--- src/verilog/led1_map.svh ---
`ifndef LED1_MAP_SVH
`define LED1_MAP_SVH

// ----------------------------------------------------------------
// register indices (byte address is four times the index)
// ----------------------------------------------------------------
`define LED_COMMON_IDX      16'h40c1
`define LED_BLINK_IDX       16'h40c2
`define LED_CTRL_IDX        16'h40c3
`define LED_STATUS_IDX      16'h40c4

// ----------------------------------------------------------------
// reset values
// ----------------------------------------------------------------
`define LED_CTRL_RESET      16'h0310
`define LED_BLINK_RESET     16'hec75
`define LED_COMMON_RESET    16'h0000

// ----------------------------------------------------------------
// control and common register fields
// ----------------------------------------------------------------
`define CTRL_FORCE_EN       15
`define CTRL_FORCE_HI       14
`define CTRL_FORCE_LO       13
`define CTRL_ACT_OVERRIDE   12
`define CTRL_FDX_ON         11
`define CTRL_HDX_ON         10
`define CTRL_TX_BLINK       9
`define CTRL_RX_BLINK       8
`define CTRL_TX_ON          7
`define CTRL_RX_ON          6
`define CTRL_FAST_ON        5
`define CTRL_SLOW_ON        4
`define CTRL_COL_BLINK      3
`define CTRL_FAST_BLINK     2
`define CTRL_SLOW_BLINK     1
`define CTRL_WRITE_MASK     16'hfffe
`define COMMON_REVERSE      9
`define COMMON_WRITE_MASK   16'h0200

// ----------------------------------------------------------------
// timing
// ----------------------------------------------------------------
`define LED_CLK_HZ          250000000
`define LED_MS_CYCLES       (`LED_CLK_HZ / 1000)
`define ACT_HOLD_MS         10

`endif

--- src/verilog/led1_pkg.sv ---
`default_nettype none

package led1_pkg;

    // apb slave answer state
    typedef enum logic [0:0] {
        BUS_IDLE   = 1'b0,
        BUS_ANSWER = 1'b1
    } bus_state_t;

    // force field encoding
    typedef enum logic [1:0] {
        FORCE_OFF    = 2'b00,
        FORCE_ON     = 2'b01,
        FORCE_BLINK1 = 2'b10,
        FORCE_BLINK2 = 2'b11
    } force_sel_t;

endpackage : led1_pkg

`default_nettype wire

--- src/verilog/led1_status_indicator.sv ---
// Notes on behaviour
// - force enable overrides all status conditions
// - force field: off, on, blink1, blink2
// - bit12 picks traffic override or blink-when-on
// - full duplex link lights steady
// - half duplex link lights steady
// - transmit activity blinks at mode two
// - receive activity blinks at mode two
// - transmit activity holds led on 10ms
// - receive activity holds led on 10ms
// - 100M link lights steady
// - 10M link lights steady
// - collision on link makes led blink
// - 100M link makes led blink
// - 10M link blinks; bit0 reserved read-only
// - blink field 3:0 sets mode three rate
// - one shared rate table for all modes
// - reverse bit swaps on and off shares
`include "led1_map.svh"
`default_nettype none

module led1_status_indicator #(
    parameter int MS_CYCLES = `LED_MS_CYCLES
) (
    input  wire logic        clk_in,
    input  wire logic        rst_n_in,
    input  wire logic        psel_in,
    input  wire logic        penable_in,
    input  wire logic        pwrite_in,
    input  wire logic [31:0] paddr_in,
    input  wire logic [31:0] pwdata_in,
    input  wire logic [3:0]  pstrb_in,
    output logic [31:0]      prdata_out,
    output logic             pready_out,
    output logic             pslverr_out,
    input  wire logic        link_up_in,
    input  wire logic        speed_100_in,
    input  wire logic        full_duplex_in,
    input  wire logic        tx_active_in,
    input  wire logic        rx_active_in,
    input  wire logic        collision_in,
    output logic             led_out
);

    // ----------------------------------------------------------------
    // register addresses
    // ----------------------------------------------------------------
    localparam logic [31:0] COMMON_ADDR = {14'h0000, `LED_COMMON_IDX, 2'b00};
    localparam logic [31:0] BLINK_ADDR  = {14'h0000, `LED_BLINK_IDX, 2'b00};
    localparam logic [31:0] CTRL_ADDR   = {14'h0000, `LED_CTRL_IDX, 2'b00};
    localparam logic [31:0] STATUS_ADDR = {14'h0000, `LED_STATUS_IDX, 2'b00};
    localparam int          TICK_W      = $clog2(MS_CYCLES + 1);
    localparam logic [4:0]  HOLD_LOAD   = 5'(`ACT_HOLD_MS + 1);

    led1_pkg::bus_state_t bus_state_reg;
    led1_pkg::bus_state_t bus_state_next;
    logic [15:0]       ctrl_reg;
    logic [15:0]       ctrl_next;
    logic [15:0]       blink_reg;
    logic [15:0]       blink_next;
    logic [15:0]       common_reg;
    logic [15:0]       common_next;
    logic [31:0]       prdata_reg;
    logic              pslverr_reg;
    logic              pready_reg;
    logic [TICK_W-1:0] tick_cnt_reg;
    logic              ms_tick_reg;
    logic [4:0]        tx_hold_reg;
    logic [4:0]        rx_hold_reg;
    logic              led_reg;
    logic              led_next;
    logic [2:0]        wave_w;

    // ----------------------------------------------------------------
    // apb decode
    // ----------------------------------------------------------------
    wire        hit_common = (paddr_in == COMMON_ADDR);
    wire        hit_blink  = (paddr_in == BLINK_ADDR);
    wire        hit_ctrl   = (paddr_in == CTRL_ADDR);
    wire        hit_status = (paddr_in == STATUS_ADDR);
    wire        mapped     = hit_common | hit_blink | hit_ctrl | hit_status;
    wire        access     = psel_in & penable_in;
    // a write lands only at the edge where pready is seen high
    wire        wr_commit  = access & pready_reg & pwrite_in & mapped;
    wire [15:0] lane_mask  = {{8{pstrb_in[1]}}, {8{pstrb_in[0]}}};

    // merge written lanes into a register, keeping read-only bits
    function automatic logic [15:0] merge(input logic [15:0] old_v,
                                          input logic [15:0] new_v,
                                          input logic [15:0] wmask);
        merge = (old_v & ~wmask) | (new_v & wmask);
    endfunction : merge

    assign ctrl_next   = (wr_commit & hit_ctrl)
                       ? merge(ctrl_reg, pwdata_in[15:0], lane_mask & `CTRL_WRITE_MASK)
                       : ctrl_reg;
    assign blink_next  = (wr_commit & hit_blink)
                       ? merge(blink_reg, pwdata_in[15:0], lane_mask)
                       : blink_reg;
    assign common_next = (wr_commit & hit_common)
                       ? merge(common_reg, pwdata_in[15:0], lane_mask & `COMMON_WRITE_MASK)
                       : common_reg;

    // ----------------------------------------------------------------
    // led condition decode
    // ----------------------------------------------------------------
    wire force_en   = ctrl_reg[`CTRL_FORCE_EN];
    wire [1:0] fsel = ctrl_reg[`CTRL_FORCE_HI:`CTRL_FORCE_LO];
    wire tx_recent  = tx_active_in | (tx_hold_reg != 5'd0);
    wire rx_recent  = rx_active_in | (rx_hold_reg != 5'd0);

    // steady conditions simply OR together
    wire steady_on  = link_up_in & (
                      (ctrl_reg[`CTRL_FDX_ON] & full_duplex_in)
                    | (ctrl_reg[`CTRL_HDX_ON] & !full_duplex_in)
                    | (ctrl_reg[`CTRL_TX_ON] & tx_recent)
                    | (ctrl_reg[`CTRL_RX_ON] & rx_recent)
                    | (ctrl_reg[`CTRL_FAST_ON] & speed_100_in)
                    | (ctrl_reg[`CTRL_SLOW_ON] & !speed_100_in));

    wire speed_duplex_on = ctrl_reg[`CTRL_FDX_ON] | ctrl_reg[`CTRL_HDX_ON]
                         | ctrl_reg[`CTRL_FAST_ON] | ctrl_reg[`CTRL_SLOW_ON];
    wire act_precond = ctrl_reg[`CTRL_FORCE_LO] | speed_duplex_on;
    // without override, traffic only blinks an led that would be lit
    wire act_allowed = ctrl_reg[`CTRL_ACT_OVERRIDE] | steady_on;
    wire act_blink   = link_up_in & act_precond & act_allowed & (
                       (ctrl_reg[`CTRL_TX_BLINK] & tx_active_in)
                     | (ctrl_reg[`CTRL_RX_BLINK] & rx_active_in));
    wire col_blink   = link_up_in & ctrl_reg[`CTRL_COL_BLINK] & collision_in;
    wire spd_blink   = link_up_in & (
                       (ctrl_reg[`CTRL_FAST_BLINK] & speed_100_in)
                     | (ctrl_reg[`CTRL_SLOW_BLINK] & !speed_100_in));
    wire any_blink   = act_blink | col_blink | spd_blink;
    wire blink_wave  = (act_blink | col_blink) ? wave_w[1] : wave_w[2];

    // force wins over everything, then blink, then steady
    always_comb begin
        case (led1_pkg::force_sel_t'(fsel))
            led1_pkg::FORCE_OFF:    led_next = 1'b0;
            led1_pkg::FORCE_ON:     led_next = 1'b1;
            led1_pkg::FORCE_BLINK1: led_next = wave_w[0];
            default:                led_next = wave_w[1];
        endcase
        if (!force_en) begin
            led_next = any_blink ? blink_wave : steady_on;
        end
    end

    // ----------------------------------------------------------------
    // read mux
    // ----------------------------------------------------------------
    wire [15:0] status_w = {12'h000, force_en, steady_on, any_blink, led_reg};
    wire [15:0] rd_w     = hit_ctrl   ? ctrl_reg :
                           hit_blink  ? blink_reg :
                           hit_common ? common_reg :
                           hit_status ? status_w : 16'h0000;

    assign bus_state_next = (access & !pready_reg) ? led1_pkg::BUS_ANSWER : led1_pkg::BUS_IDLE;

    // ----------------------------------------------------------------
    // apb slave: one wait state, answer registered
    // ----------------------------------------------------------------
    always_ff @(posedge clk_in) begin
        if (!rst_n_in) begin
            bus_state_reg <= led1_pkg::BUS_IDLE;
            pready_reg    <= 1'b0;
            prdata_reg    <= 32'h0000_0000;
            pslverr_reg   <= 1'b0;
        end else begin
            bus_state_reg <= bus_state_next;
            pready_reg    <= (bus_state_next == led1_pkg::BUS_ANSWER);
            prdata_reg    <= (access & !pready_reg & !pwrite_in) ? {16'h0000, rd_w} : 32'h0000_0000;
            pslverr_reg   <= access & !pready_reg & !mapped;
        end
    end

    // register storage
    always_ff @(posedge clk_in) begin
        if (!rst_n_in) begin
            ctrl_reg   <= `LED_CTRL_RESET;
            blink_reg  <= `LED_BLINK_RESET;
            common_reg <= `LED_COMMON_RESET;
        end else begin
            ctrl_reg   <= ctrl_next;
            blink_reg  <= blink_next;
            common_reg <= common_next;
        end
    end

    // ----------------------------------------------------------------
    // millisecond tick and activity stretch
    // ----------------------------------------------------------------
    // hold loads one extra tick: the first tick may fall at once
    always_ff @(posedge clk_in) begin
        if (!rst_n_in) begin
            tick_cnt_reg <= '0;
            ms_tick_reg  <= 1'b0;
        end else begin
            ms_tick_reg  <= (tick_cnt_reg == TICK_W'(MS_CYCLES - 1));
            tick_cnt_reg <= (tick_cnt_reg == TICK_W'(MS_CYCLES - 1)) ? '0 : tick_cnt_reg + 1'b1;
        end
    end

    always_ff @(posedge clk_in) begin
        if (!rst_n_in) begin
            tx_hold_reg <= 5'd0;
            rx_hold_reg <= 5'd0;
        end else begin
            if (tx_active_in & link_up_in) begin
                tx_hold_reg <= HOLD_LOAD;
            end else if (ms_tick_reg & (tx_hold_reg != 5'd0)) begin
                tx_hold_reg <= tx_hold_reg - 5'd1;
            end
            if (rx_active_in & link_up_in) begin
                rx_hold_reg <= HOLD_LOAD;
            end else if (ms_tick_reg & (rx_hold_reg != 5'd0)) begin
                rx_hold_reg <= rx_hold_reg - 5'd1;
            end
        end
    end

    // ----------------------------------------------------------------
    // blink generators: mode 1, mode 2, mode 3
    // ----------------------------------------------------------------
    for (genvar g = 0; g < 3; g++) begin : g_blink
        blink_gen u_blink (
            .clk_in     (clk_in),
            .rst_n_in   (rst_n_in),
            .ms_tick_in (ms_tick_reg),
            .rate_in    (blink_reg[11-4*g -: 4]),
            .reverse_in (common_reg[`COMMON_REVERSE]),
            .wave_out   (wave_w[g])
        );
    end

    always_ff @(posedge clk_in) begin
        if (!rst_n_in) begin
            led_reg <= 1'b0;
        end else begin
            led_reg <= led_next;
        end
    end

    assign led_out     = led_reg;
    assign prdata_out  = prdata_reg;
    assign pready_out  = pready_reg;
    assign pslverr_out = pslverr_reg;
endmodule : led1_status_indicator

`default_nettype wire

--- src/verilog/blink_gen.sv ---
`default_nettype none

module blink_gen (
    input  wire logic       clk_in,
    input  wire logic       rst_n_in,
    input  wire logic       ms_tick_in,
    input  wire logic [3:0] rate_in,
    input  wire logic       reverse_in,
    output logic            wave_out
);

    // ----------------------------------------------------------------
    // rate table, in milliseconds
    // ----------------------------------------------------------------
    // shared by all blink modes; low codes blink rarely with a short off share
    function automatic logic [13:0] period_ms(input logic [3:0] code);
        case (code)
            4'h0:    period_ms = 14'd10000;
            4'h1:    period_ms = 14'd9400;
            4'h2:    period_ms = 14'd8000;
            4'h3:    period_ms = 14'd7400;
            4'h4:    period_ms = 14'd6000;
            4'h5:    period_ms = 14'd4000;
            4'h6:    period_ms = 14'd3000;
            4'h7:    period_ms = 14'd2000;
            4'h8:    period_ms = 14'd1500;
            4'h9:    period_ms = 14'd1000;
            4'ha:    period_ms = 14'd500;
            4'hb:    period_ms = 14'd333;
            4'hc:    period_ms = 14'd250;
            4'hd:    period_ms = 14'd167;
            4'he:    period_ms = 14'd125;
            default: period_ms = 14'd100;
        endcase
    endfunction : period_ms

    function automatic logic [13:0] off_ms(input logic [3:0] code);
        case (code)
            4'h0:    off_ms = 14'd600;
            4'h1:    off_ms = 14'd658;
            4'h2:    off_ms = 14'd640;
            4'h3:    off_ms = 14'd666;
            4'h4:    off_ms = 14'd660;
            4'h5:    off_ms = 14'd320;
            4'h6:    off_ms = 14'd330;
            4'h7:    off_ms = 14'd320;
            4'h8:    off_ms = 14'd240;
            4'h9:    off_ms = 14'd160;
            4'ha:    off_ms = 14'd250;
            4'hb:    off_ms = 14'd167;
            4'hc:    off_ms = 14'd125;
            4'hd:    off_ms = 14'd83;
            4'he:    off_ms = 14'd62;
            default: off_ms = 14'd50;
        endcase
    endfunction : off_ms

    logic [13:0] phase_reg;
    logic [13:0] phase_next;
    logic        wave_reg;
    wire  [13:0] period_w = period_ms(rate_in);
    wire         in_off_w = (phase_reg < off_ms(rate_in));
    // a rate change can leave the phase past the new period: wrap at once
    wire         wrap_w   = (phase_reg >= (period_w - 14'd1));

    assign phase_next = ms_tick_in ? (wrap_w ? 14'd0 : phase_reg + 14'd1) : phase_reg;
    assign wave_out   = wave_reg;

    // ----------------------------------------------------------------
    // phase counter and wave
    // ----------------------------------------------------------------
    always_ff @(posedge clk_in) begin
        if (!rst_n_in) begin
            phase_reg <= 14'd0;
            wave_reg  <= 1'b0;
        end else begin
            phase_reg <= phase_next;
            wave_reg  <= reverse_in ? in_off_w : !in_off_w;
        end
    end

endmodule : blink_gen

`default_nettype wire

--- config.mk ---
export PLATFORM = sky130hd
export DESIGN_NAME = led1_status_indicator
export DESIGN_NICKNAME = d
export VERILOG_FILES = /design/src/verilog/led1_pkg.sv /design/src/verilog/led1_status_indicator.sv /design/src/verilog/blink_gen.sv
export VERILOG_INCLUDE_DIRS = /design/src /design/src/verilog
export SDC_FILE = /design/constraint.sdc
export NUM_CORES = 1
export LEC_CHECK = 0
export BUFFER_PORTS_ARGS = -buffer_cell sky130_fd_sc_hd__clkbuf_2
export CAP_MARGIN = 10
export CORE_UTILIZATION = 30
export DETAILED_ROUTE_END_ITERATION = 8
export GPL_TIMING_DRIVEN = 0
export PLACE_DENSITY_LB_ADDON = 0.1
export SETUP_SLACK_MARGIN = 0.15
export SLEW_MARGIN = 0
export SYNTH_ARGS = -nofsm -noshare
export SYNTH_HDL_FRONTEND = slang
export SYNTH_SLANG_ARGS = --single-unit
--- constraint.sdc ---
create_clock -name clk_in -period 3.45 [get_ports clk_in]
set_clock_uncertainty 0.05 [all_clocks]
set_input_delay 0.69 -clock clk_in [delete_from_list [all_inputs] [get_ports clk_in]]
set_output_delay 0.69 -clock clk_in [all_outputs]
set_load 0.005 [all_outputs]
==> run metrics <==
DRT iter0 DRCs approximately 350; worst-margin pin slew a little over 900 ps; FP Rows ~70; Peak supply drop 341.4 uV; die width just under 200 um; CP cell instances or4_1, or3_1, nor3_2, xnor2_1, ha_1, nand2_1, nor4_2, a211oi_1, a21bo_2, o21ai_4, buf_8, nor2_1; Seq/Total Area, Yosys a little over a third; largest net degree at the start of global routing 20; Die Span Y between 150 and 200 um; RSZ-0062 raised after global routing false; Layout Cells excl Fill 1,840; CTS tree yes; Crit path max-delay family simple AND/OR/NAND/NOR gates; CTS buffer count 17; Reg area between 3000 and 4000 um^2; vias in the first global route between 8,000 and 9,000; EDFF count, synth 0; H-tree levels 4; initial antenna violation count 0; cell with the most instances after synthesis dfxtp_1; ys flop type dfxtp_1; synthesized area approximately 11,000 um^2; # fillers roughly 3,700; die area between 30,000 and 40,000 um^2; Static Leak 0.005556 uW; # setup viols final 0; share of layout cells above drive strength 1 between 10% and 20%; hold_ws approximately 420 ps; max incr delay on CP slightly below 600 ps; Via-to-Cell Ratio approximately 4.8; routed length per instance 15.69 um; fmax between 300 and 400 MHz; CTS Hold Bufs 0; footprint of the multi-input gates ~6500 um^2; via count ~8,800; CP Class flop to flop; DP Cell Count 1,807; Yosys top cell by area dfxtp_1; DRT antenna net count 0; Area Overhead vs Synth 16.35%; Synth Register Bits 197; async set-reset flop share out of synthesis 0%; worst-skew pair later-pin latency approximately 450 ps; Setup crit end kind flop; hpwl dp between 20,000 and 25,000 um; global route overflow 0; synthesized area per cell between 8 and 9 um^2; Layout Utilization approximately 36%; worst min path class flop to flop; Startpoint Class flop; slowest cell on the critical path or4_1; slew margin rel. between 30% and 40%; pwr/cell area approximately 360 nW/um^2; status complete, no violations; First-pass DRT Iterations 6; cell count after synthesis ~1,300; Final min period 3140 ps; first-pass GRT wire length around 47,000 um; design area between 10,000 and 15,000 um^2; GP Congestion 0.8250; Synth area leaders dfxtp_1, ha_1, nor2_1, xnor2_1, mux2i_1; Routed WL 28,860 um; Initial Util 30.54%; I/O Buffers just under 80; Residual DRC 0; max-slew violations 0; GRT Util Overall between 10% and 20%; Final Power between 4000 and 5000 uW; commonest cells in the netlist dfxtp_1, nor2_1, nand2_1; Synth cell types roughly 80; Worst EP required between 3000 and 4000 ps; Post-DP Area roughly 12,000 um^2; IO Pins ~110; CTS root buffer clkbuf_16; nets@finish around 1,500; final cycle utilization of the critical path just over 90%; Crit path buffers/inverters 1; Num Clock Sinks slightly below 200; Antenna Cells 0; maximum root-to-sink buffer count 2; core area between 30,000 and 40,000 um^2; crit path max fanout 10; Ys Warns 0; Hold Fails Final Rpt 0; max-capacitance violation count 0; clock slew at reported path FFs 70 ps; crit path DAT about 3400 ps; Synth top area share between 30 and 40%
==> repair_timing <==
item / CTS / global route
cloned: 0 / 0
pin swaps: 0 / 9
gates resized for setup: 14 / 22
setup endpoints to repair: 84 / 39
setup buffers: 1 / 2
==> area by class of cell <==
cell class | count | area share, %
inverter | 71 | 2.108
tap | 461 | 4.563
timing repair buffer | 82 | 3.306
buffer | 54 | 2.613
clock inverter | 11 | 1.099
sequential | 197 | 31.22
clock buffer | 20 | 3.613
multi-input combinational | 944 | 51.48
==> where the power goes <==
part	switching (uW)	internal, uW	leakage [uW]
clock	940	1120	0.000286
sequential	7.05	2280	0.00159
combinational	104	74.6	0.00368
==> cells by family (layout without fill, tap and decap cells) <==
kind of cell	Yosys count	in the layout	share of synthesized area, %
compound gates	205	205	12.44
xor+xnor	97	97	7.820
fa+ha+maj	102	102	11.75
buf+inv	126	238	5.344
flops	197	197	36.30
mux	51	51	4.964
other cells	1	16	0.03452
simple gates	473	473	21.35
==> layout by cell type (no fill, tap or decap), drive strengths merged, types with 4 or more instances in the layout <==
cell type / synthesis / final
clkbuf: 21 / 117
nor2b: 6 / 6
a31oi: 12 / 12
nand3: 32 / 32
nand4: 23 / 23
xor2: 36 / 36
nor2: 169 / 169
a221o: 4 / 4
and2: 12 / 12
ha: 102 / 102
xnor2: 61 / 61
a21oi: 71 / 71
a22oi: 5 / 5
o21a: 4 / 4
or3: 5 / 5
o21ai: 38 / 38
buf: 34 / 39
nor3: 38 / 38
conb: 1 / 16
nor3b: 9 / 9
and3: 22 / 22
nand2b: 12 / 12
mux2: 10 / 10
nand2: 105 / 105
nand3b: 8 / 8
o31a: 4 / 4
dfxtp: 197 / 197
a211oi: 13 / 13
a21o: 17 / 17
inv: 70 / 76
mux2i: 41 / 41
nor4: 18 / 18
==> path summary, 6_finish.rpt <==
| path | start | endpoint | slack (ps) | depth (start not counted) |
|---|---|---|---|---|
| hold reg to reg | tick_cnt_reg[0] | tick_cnt_reg[0] | 420 | 1 |
| hold / removal | tick_cnt_reg[0] | tick_cnt_reg[0] | 420 | 1 |
| setup reg to reg | g_blink[0].u_blink.period_w[6] | g_blink[0].u_blink.phase_reg[11] | 310 | 12 |
| setup / recovery | g_blink[0].u_blink.period_w[6] | g_blink[0].u_blink.phase_reg[11] | 310 | 12 |
==> metal layers <==
| layer | part of all wire, % | vias up | wire, um | track usage, % |
|---|---|---|---|---|
| met5 | 0 | - | 0 | 0 |
| met4 | 1.4 | 0 | 408 | 4.573 |
| met3 | 3.5 | 29 | 1013 | 3.110 |
| met2 | 46 | 167 | 13310 | 26.74 |
| met1 | 49 | 4060 | 14130 | 21.65 |
| li1 | - | 4550 | - | - |
==> stage by stage <==
step | worst slack [ps] | setup TNS [ps]
6_report | 310.4 | 0
5_1_grt | 143.2 | 0
4_1_cts | 161.4 | 0
3_5_place_dp | -789.4 | -32980
3_3_place_gp | -772.7 | -33360
2_1_floorplan | 214.6 | 0
No activity file was read; power rests on OpenSTA's default activity.
